<file path="config.mk">
export PLATFORM = sky130hd
export DESIGN_NAME = lfg_guard
export DESIGN_NICKNAME = d
export VERILOG_FILES = /design/src/rtl/lfg_pkg.sv /design/src/rtl/lfg_dom_timer.sv /design/src/rtl/lfg_guard.sv
export VERILOG_INCLUDE_DIRS = /design/src /design/src/rtl
export SDC_FILE = /design/constraint.sdc
export NUM_CORES = 1
export LEC_CHECK = 0
export BUFFER_PORTS_ARGS = -buffer_cell sky130_fd_sc_hd__buf_2
export CAP_MARGIN = 20
export CORE_ASPECT_RATIO = 1.5
export CORE_UTILIZATION = 53
export DETAILED_ROUTE_END_ITERATION = 8
export HOLD_SLACK_MARGIN = 0.03
export PLACE_DENSITY = 0.83
export SYNTH_ARGS = -nofsm -noshare
export SYNTH_HDL_FRONTEND = slang
export SYNTH_SLANG_ARGS = --single-unit
</file>
<file path="constraint.sdc">
create_clock -name REF_CLK_I -period 2.45 [get_ports REF_CLK_I]
set_clock_uncertainty 0.1 [all_clocks]
set_input_delay 0 -clock REF_CLK_I [delete_from_list [all_inputs] [get_ports REF_CLK_I]]
set_output_delay 0 -clock REF_CLK_I [all_outputs]
set_load 0.01 [all_outputs]
</file>
<file path="src/rtl/lfg_regs.svh">
`ifndef LFG_REGS_SVH
`define LFG_REGS_SVH

// ----------------------------------------------------------------
// Clock and timing
// ----------------------------------------------------------------
`define LFG_CLK_MHZ        100
`define LFG_WAKE_MIN_US    30
`define LFG_WAKE_MAX_US    150
// Least time: 30 us at 100 MHz is an exact whole number of cycles
`define LFG_WAKE_CYCLES    (`LFG_WAKE_MIN_US * `LFG_CLK_MHZ)
`define LFG_WAKE_MAX_CYC   (`LFG_WAKE_MAX_US * `LFG_CLK_MHZ)
`define LFG_CLAMP_DET_US   10
`define LFG_CLAMP_CYCLES   (`LFG_CLAMP_DET_US * `LFG_CLK_MHZ)

// ----------------------------------------------------------------
// Reset values
// ----------------------------------------------------------------
`define LFG_RST_LEVEL      1'h1

`endif

</file>
<file path="src/rtl/lfg_pkg.sv">
package lfg_pkg;

    // Line mode selected by the host
    typedef enum logic [1:0] {
        LFG_MODE_OFF    = 2'h0,
        LFG_MODE_WAKE   = 2'h1,
        LFG_MODE_NORMAL = 2'h2,
        LFG_MODE_RXONLY = 2'h3
    } lfg_mode_t;

    // Transmitter guard states
    typedef enum logic [2:0] {
        LFG_TX_RUN  = 3'h1,
        LFG_TX_HOT  = 3'h2,
        LFG_TX_WAIT = 3'h4
    } lfg_tx_state_t;

    typedef struct packed {
        lfg_tx_state_t fsm;
        lfg_mode_t     mode;
        logic          ot_m;
        logic          ot_s;
        logic          txd;
        logic          txd_prev;
        logic          bus;
        logic          bus_prev;
        logic          sense;
        logic          rxd;
        logic          drv_en;
        logic          drv_dom;
        logic          clamp_present;
        logic          clamp_flag;
        logic          wake;
        logic          wake_done;
    } lfg_state_t;

endpackage

</file>
<file path="src/rtl/lfg_dom_timer.sv">
`timescale 1ns/1ns
`default_nettype none

// Counts consecutive cycles of run; done once CYCLES have passed
module lfg_dom_timer #(
    parameter int CYCLES = 3000
) (
    input  wire logic clk_i,
    input  wire logic rst_n_i,
    input  wire logic run_i,
    output var  logic done_o
);
    localparam int W = $clog2(CYCLES + 1);

    if (CYCLES < 1) begin : g_chk
        $error("lfg_dom_timer: CYCLES must be at least 1");
    end

    logic [W-1:0] cnt;
    logic [W-1:0] next_cnt;

    always_comb begin
        next_cnt = cnt;
        if (!run_i) begin
            next_cnt = '0;
        end else if (cnt != W'(CYCLES)) begin
            next_cnt = cnt + W'(1);
        end
    end

    always_ff @(posedge clk_i) begin
        if (!rst_n_i) begin
            cnt    <= '0;
            done_o <= 1'h0;
        end else begin
            cnt    <= next_cnt;
            done_o <= (next_cnt == W'(CYCLES));
        end
    end

endmodule

`default_nettype wire

</file>
<file path="src/rtl/lfg_guard.sv">
// Functional notes
// Overtemperature disables the bus driver immediately; here DRIVER_EN_O drops on the third clock edge after OVERTEMP_I rises.
// Overtemperature falls back to receive-only; bus levels still reach receive output.
// After cooling, driving resumes only after a transmit dominant-to-recessive edge.
// Overtemperature sets no diagnostic flag and raises no interrupt.
// Receive output stuck recessive during bus activity is flagged as diagnosed fault.
// Driver stays off while the stuck-recessive fault persists.
// After stuck-recessive fault, driver stays off until host re-enable command.
// In wake mode a dominant phase wakes only if longer than filter time.
// Receive-only mode keeps driver off and still reflects bus levels.
// Bus wake only on dominant-to-recessive edge; shorted bus never wakes.
// Thermal flag synchronised; transmit release from synchronised transmit edge.
`timescale 1ns/1ns
`default_nettype none
`include "lfg_regs.svh"

module lfg_guard
    import lfg_pkg::*;
#(
    parameter int WAKE_CYCLES  = `LFG_WAKE_CYCLES,
    parameter int CLAMP_CYCLES = `LFG_CLAMP_CYCLES
) (
    input  wire logic       REF_CLK_I,
    input  wire logic       RESET_N_I,
    input  wire logic [1:0] MODE_I,
    input  wire logic       TXD_I,
    input  wire logic       BUS_RX_I,
    input  wire logic       RXD_SENSE_I,
    input  wire logic       OVERTEMP_I,
    input  wire logic       TX_REENABLE_I,
    output var  logic       RXD_O,
    output var  logic       DRIVER_EN_O,
    output var  logic       BUS_DRIVE_O,
    output var  logic       RX_CLAMP_FAULT_O,
    output var  logic       WAKE_O
);

    // ----------------------------------------------------------------
    // Elaboration checks
    // ----------------------------------------------------------------
    if (WAKE_CYCLES < 1 || WAKE_CYCLES > `LFG_WAKE_MAX_CYC) begin : g_chk_wake
        $error("lfg_guard: WAKE_CYCLES outside the wake filter window");
    end
    if (CLAMP_CYCLES < 1) begin : g_chk_clamp
        $error("lfg_guard: CLAMP_CYCLES must be at least 1");
    end

    lfg_state_t s;
    lfg_state_t next_s;
    logic       wake_long;
    logic       clamp_seen;
    logic       txd_release;
    logic       bus_release;

    // ----------------------------------------------------------------
    // Dominant-time filters
    // ----------------------------------------------------------------
    lfg_dom_timer #(
        .CYCLES (WAKE_CYCLES)
    ) u_wake_filter (
        .clk_i   (REF_CLK_I),
        .rst_n_i (RESET_N_I),
        .run_i   ((s.mode == LFG_MODE_WAKE) && !s.bus),
        .done_o  (wake_long)
    );

    // Bus dominant while the receive pin still reads recessive
    lfg_dom_timer #(
        .CYCLES (CLAMP_CYCLES)
    ) u_clamp_filter (
        .clk_i   (REF_CLK_I),
        .rst_n_i (RESET_N_I),
        .run_i   (!s.bus && s.sense && !s.rxd),
        .done_o  (clamp_seen)
    );

    // ----------------------------------------------------------------
    // Next state
    // ----------------------------------------------------------------
    assign txd_release = !s.txd_prev && s.txd;
    assign bus_release = !s.bus_prev && s.bus;

    always_comb begin
        next_s          = s;
        next_s.mode     = lfg_mode_t'(MODE_I);
        next_s.ot_m     = OVERTEMP_I;
        next_s.ot_s     = s.ot_m;
        next_s.txd      = TXD_I;
        next_s.txd_prev = s.txd;
        next_s.bus      = BUS_RX_I;
        next_s.bus_prev = s.bus;
        next_s.sense    = RXD_SENSE_I;

        case (s.fsm)
            LFG_TX_RUN: begin
                if (s.ot_s) begin
                    next_s.fsm = LFG_TX_HOT;
                end
            end
            LFG_TX_HOT: begin
                if (!s.ot_s) begin
                    next_s.fsm = LFG_TX_WAIT;
                end
            end
            LFG_TX_WAIT: begin
                if (s.ot_s) begin
                    next_s.fsm = LFG_TX_HOT;
                end else if (txd_release) begin
                    next_s.fsm = LFG_TX_RUN;
                end
            end
            default: begin
                next_s.fsm = LFG_TX_RUN;
            end
        endcase

        // Fault lasts until the receive pin is seen following a dominant bus
        if (clamp_seen) begin
            next_s.clamp_present = 1'h1;
        end else if (!s.bus && !s.sense) begin
            next_s.clamp_present = 1'h0;
        end

        // Detection wins over a re-enable in the same cycle
        if (clamp_seen) begin
            next_s.clamp_flag = 1'h1;
        end else if (TX_REENABLE_I && !s.clamp_present) begin
            next_s.clamp_flag = 1'h0;
        end

        // Overtemperature feeds no flag here: it only steers the state above
        next_s.drv_en  = (s.mode == LFG_MODE_NORMAL) && (next_s.fsm == LFG_TX_RUN)
                         && !next_s.clamp_flag;
        next_s.drv_dom = next_s.drv_en && !s.txd;

        // Wake fires once per entry into wake mode
        next_s.wake = 1'h0;
        if (s.mode != LFG_MODE_WAKE) begin
            next_s.wake_done = 1'h0;
        end else if (!s.wake_done && bus_release && wake_long) begin
            next_s.wake      = 1'h1;
            next_s.wake_done = 1'h1;
        end

        if (s.mode == LFG_MODE_NORMAL || s.mode == LFG_MODE_RXONLY) begin
            next_s.rxd = s.bus;
        end else begin
            next_s.rxd = !(s.wake_done || next_s.wake);
        end
    end

    always_ff @(posedge REF_CLK_I) begin
        if (!RESET_N_I) begin
            s          <= '0;
            s.fsm      <= LFG_TX_RUN;
            s.txd      <= `LFG_RST_LEVEL;
            s.txd_prev <= `LFG_RST_LEVEL;
            s.bus      <= `LFG_RST_LEVEL;
            s.bus_prev <= `LFG_RST_LEVEL;
            s.rxd      <= `LFG_RST_LEVEL;
        end else begin
            s <= next_s;
        end
    end

    assign RXD_O            = s.rxd;
    assign DRIVER_EN_O      = s.drv_en;
    assign BUS_DRIVE_O      = s.drv_dom;
    assign RX_CLAMP_FAULT_O = s.clamp_flag;
    assign WAKE_O           = s.wake;
endmodule

`default_nettype wire

</file>
==> results.yml <==
outcome:
  outcome: "complete, no violations"
clock_tree:
  cts_root_buf: "clkbuf_8"
  clock-sinks: 43
  cts_buffers: 5
  htree_levels: 2
  cts_buffer_depth: 2
  clkSlewWorstSetupHoldPaths_ns: 0.08
  tritoncts: "built"
  clk_latency_ns: 0.29
logic_synthesis:
  ys_seq_area_share_pct: 44.3
  ys_types: 39
  async_flop_share_pct: 0
  synth.ff_latch_count: 43
  ys_warn_count: 0
  synth_edf_count: 0
  synth_ff_type: "dfxtp_1"
  synth_area_mm2: 0.00194
  netlist_instances: 221
  synth_nets: 234
  syn_area_per_cell_um2: 8.79
placed_design:
  post-place-ws_ns: -0.0328
  routabilityCongestion: 0.887
  portBuffers: 13
  hpwl_um: 2610
drt:
  wl_per_cell_um: 13.0
  drc: 0
  detail_route.vias_per_cell: 5.35
  dr.pass1.iters: 4
  ant_nets: 0
  vias: 1593
  wl_um: 3880
  drt_iter0_markers: 39
pwr:
  power.density_mw_per_mm2: 517
  swShare_pct: 22.0
  ir_drop_uv: 472
  power_frac_comb_pct: 4.1
  internal_power_mw: 0.939
  p_leak_nw: 0.801
  clockPowerShare_pct: 36.3
  p_sw_mw: 0.265
  seqPwrFrac_pct: 59.5
setup_path:
  slowest_stage: "or4bb_4"
  cp-start-kind: "flip-flop"
  max_stage_delay_ns: 0.54
  crit_chain: "or4bb_4 > nor4_4 > mux2_4 > or4_4 > a2111oi_4"
  end_kind: "flip-flop"
  r2r_setup_slack_ns: 0.11
  critical_path_arrival_ns: 2.44
  cp_max_fo: 3
  critPathKind: "flip-flop to flip-flop"
  worstPathRequired_ns: 2.55
flow_run:
  maxCapViolCount: 0
final_layout:
  nets: 268
  drive_gt1_share_pct: 15.2
  syn2layout_area_growth_pct: 19.8
  antenna_cells: 0
floorplanning:
  coreArea_mm2: 0.00345
  num_io_pins: 14
  fp-row-count: 26
  dieWidth_um: 51.4
  initial_core_util_pct: 56.3
  dieArea_mm2: 0.00391
  die_y_um: 76.1
sta:
  max_slew_margin_pct: 75.5
  setup_viol: 0
  worstMarginPinSlew_ns: 0.365
  period_minus_slack_ns: 2.34
  slew_viol_final: 0
  final_hold_viol_count: 0
  hold-worst-slack_ns: 0.357
  worst_slack_ns: 0.108
  rsz0062_at_grt: "no"
  fin_crit_sh_pct: 95.6
  fmax_ghz: 0.427
grt:
  grt_pass1_vias: 1531
  grt_first_pass_wirelength_um: 6370
  track_usage_pct: 21.5
  grt_max_degree: 16
  antenna_found_initial: 0
  gr-total-overflow: 0
min_path:
  hold_path.class: "flip-flop to flip-flop"
kinds of logic (layout without fill, tap and decap cells):
| logic type | Yosys count | in the layout | share of synthesized area [%] |
|---|---|---|---|
| adders and majority gates | 4 | 4 | 2.58 |
| xor gates and xnor gates | 18 | 18 | 8.12 |
| and+or+nand+nor | 111 | 111 | 31.4 |
| muxes | 2 | 2 | 1.29 |
| buffers and inverters | 17 | 52 | 3.35 |
| AOI/OAI and AO/OA | 26 | 26 | 8.96 |
| DFF | 43 | 43 | 44.3 |
layout make-up:
cell class                 count  area, um^2
clock buffer                   6        72.6
multi-input combinational    161        1030
inverter                      10        37.5
sequential                    43         866
clock inverter                 2        12.5
timing repair buffer          34         258
tap                           42        52.6
fill                         272        1120
power groups by stage:
stage	registers (mW)	logic [mW]	clock network (mW)
finish	0.717	0.0496	0.437
global route	0.718	0.0541	0.475
CTS	0.716	0.0484	0.448
detailed placement	0.733	0.0311	0
global placement	0.732	0.0300	0
floorplan	0.731	0.0187	0
per-stage QoR:
| step | instances | util (%) | total power [mW] | TNS [ns] | instance area [um^2] |
|---|---|---|---|---|---|
| global placement | 275 | 60.6 | 0.762 | 0 | 2090 |
| CTS | 297 | 67.1 | 1.21 | 0 | 2310 |
| detailed placement | 275 | 60.6 | 0.764 | -0.0328 | 2090 |
| floorplan | 221 | - | 0.750 | 0 | 1950 |
| global route | 298 | 67.5 | 1.25 | 0 | 2330 |
| finish | 298 | 67.5 | 1.20 | 0 | 2330 |
Yosys cell counts (all sizes together) (2+ instances only):
library cell | n | area share (%)
and3 | 3 | 0.97
or3 | 4 | 1.3
or4 | 2 | 0.97
nand3b | 4 | 1.5
xor2 | 7 | 3.2
nand2b | 9 | 2.9
ha | 4 | 2.6
nor2b | 9 | 2.9
o21ai | 9 | 2.3
and2 | 5 | 1.6
dfxtp | 43 | 44
nor3b | 6 | 2.3
xnor2 | 11 | 5.0
clkbuf | 6 | 1.2
or3b | 2 | 0.90
nand3 | 13 | 3.4
nand2 | 11 | 2.1
inv | 10 | 1.9
nor2 | 31 | 6.0
a21oi | 9 | 2.3
nor4 | 2 | 0.97
nand4 | 4 | 1.3
nor3 | 3 | 0.77
flip-flops by register name (all words and copies together), names as in the netlist:
name,cells
RXD_O,1
u_wake_filter.done_o,1
next_s,3
BUS_DRIVE_O,1
u_clamp_filter.cnt,10
u_clamp_filter.done_o,1
u_wake_filter.cnt,12
RX_CLAMP_FAULT_O,1
DRIVER_EN_O,1
WAKE_O,1
s,11
per-layer routing:
metal  routed length, um  GRT usage [%]  up-vias
met1                1600           22.7      737
met2                2050           37.5       29
met5                   0              0        -
met4                 136           13.5        0
li1                    -              -      814
met3                  88           3.79       13
what timing repair did:
item,4_1_cts,5_1_grt
buffers inserted,0,1
hold buffers,14,0
setup endpoints to repair,1,1
pin swaps,1,3
hold endpoints to repair,16,0
resized for setup,0,3
critical path, delay by kind of cell, from the launching register on:
kind / cells / cell delay (ns)
AO/OA/AOI/OAI: 1 / 0.19
flip-flops: 1 / 0.33
multiplexers: 1 / 0.34
AND/OR/NAND/NOR: 3 / 1.29
worst paths after layout:
kind,from,to,depth (start not counted)
setup / recovery,u_wake_filter.cnt[5]$_SDFF_PN0_,u_wake_filter.done_o$_SDFF_PN0_,5
hold / removal,next_s[10]$_SDFF_PN1_,BUS_DRIVE_O$_SDFF_PN0_,1
setup reg to reg,u_wake_filter.cnt[5]$_SDFF_PN0_,u_wake_filter.done_o$_SDFF_PN0_,5
hold reg to reg,next_s[10]$_SDFF_PN1_,BUS_DRIVE_O$_SDFF_PN0_,1
placed cells by master (no fill, tap or decap), drive strengths merged, types with 2 or more instances in the layout:
master,instances
buf,20
nand2b,9
nand2,11
xnor2,11
or3,4
inv,10
and2,5
nor3b,6
dlygate4sd3,14
nand3b,4
nor2,31
dfxtp,43
nand3,13
or4,2
nor2b,9
and3,3
or3b,2
a21oi,9
ha,4
nor3,3
nor4,2
o21ai,9
xor2,7
nand4,4
clkbuf,6
(Power assumes the default switching activity.)
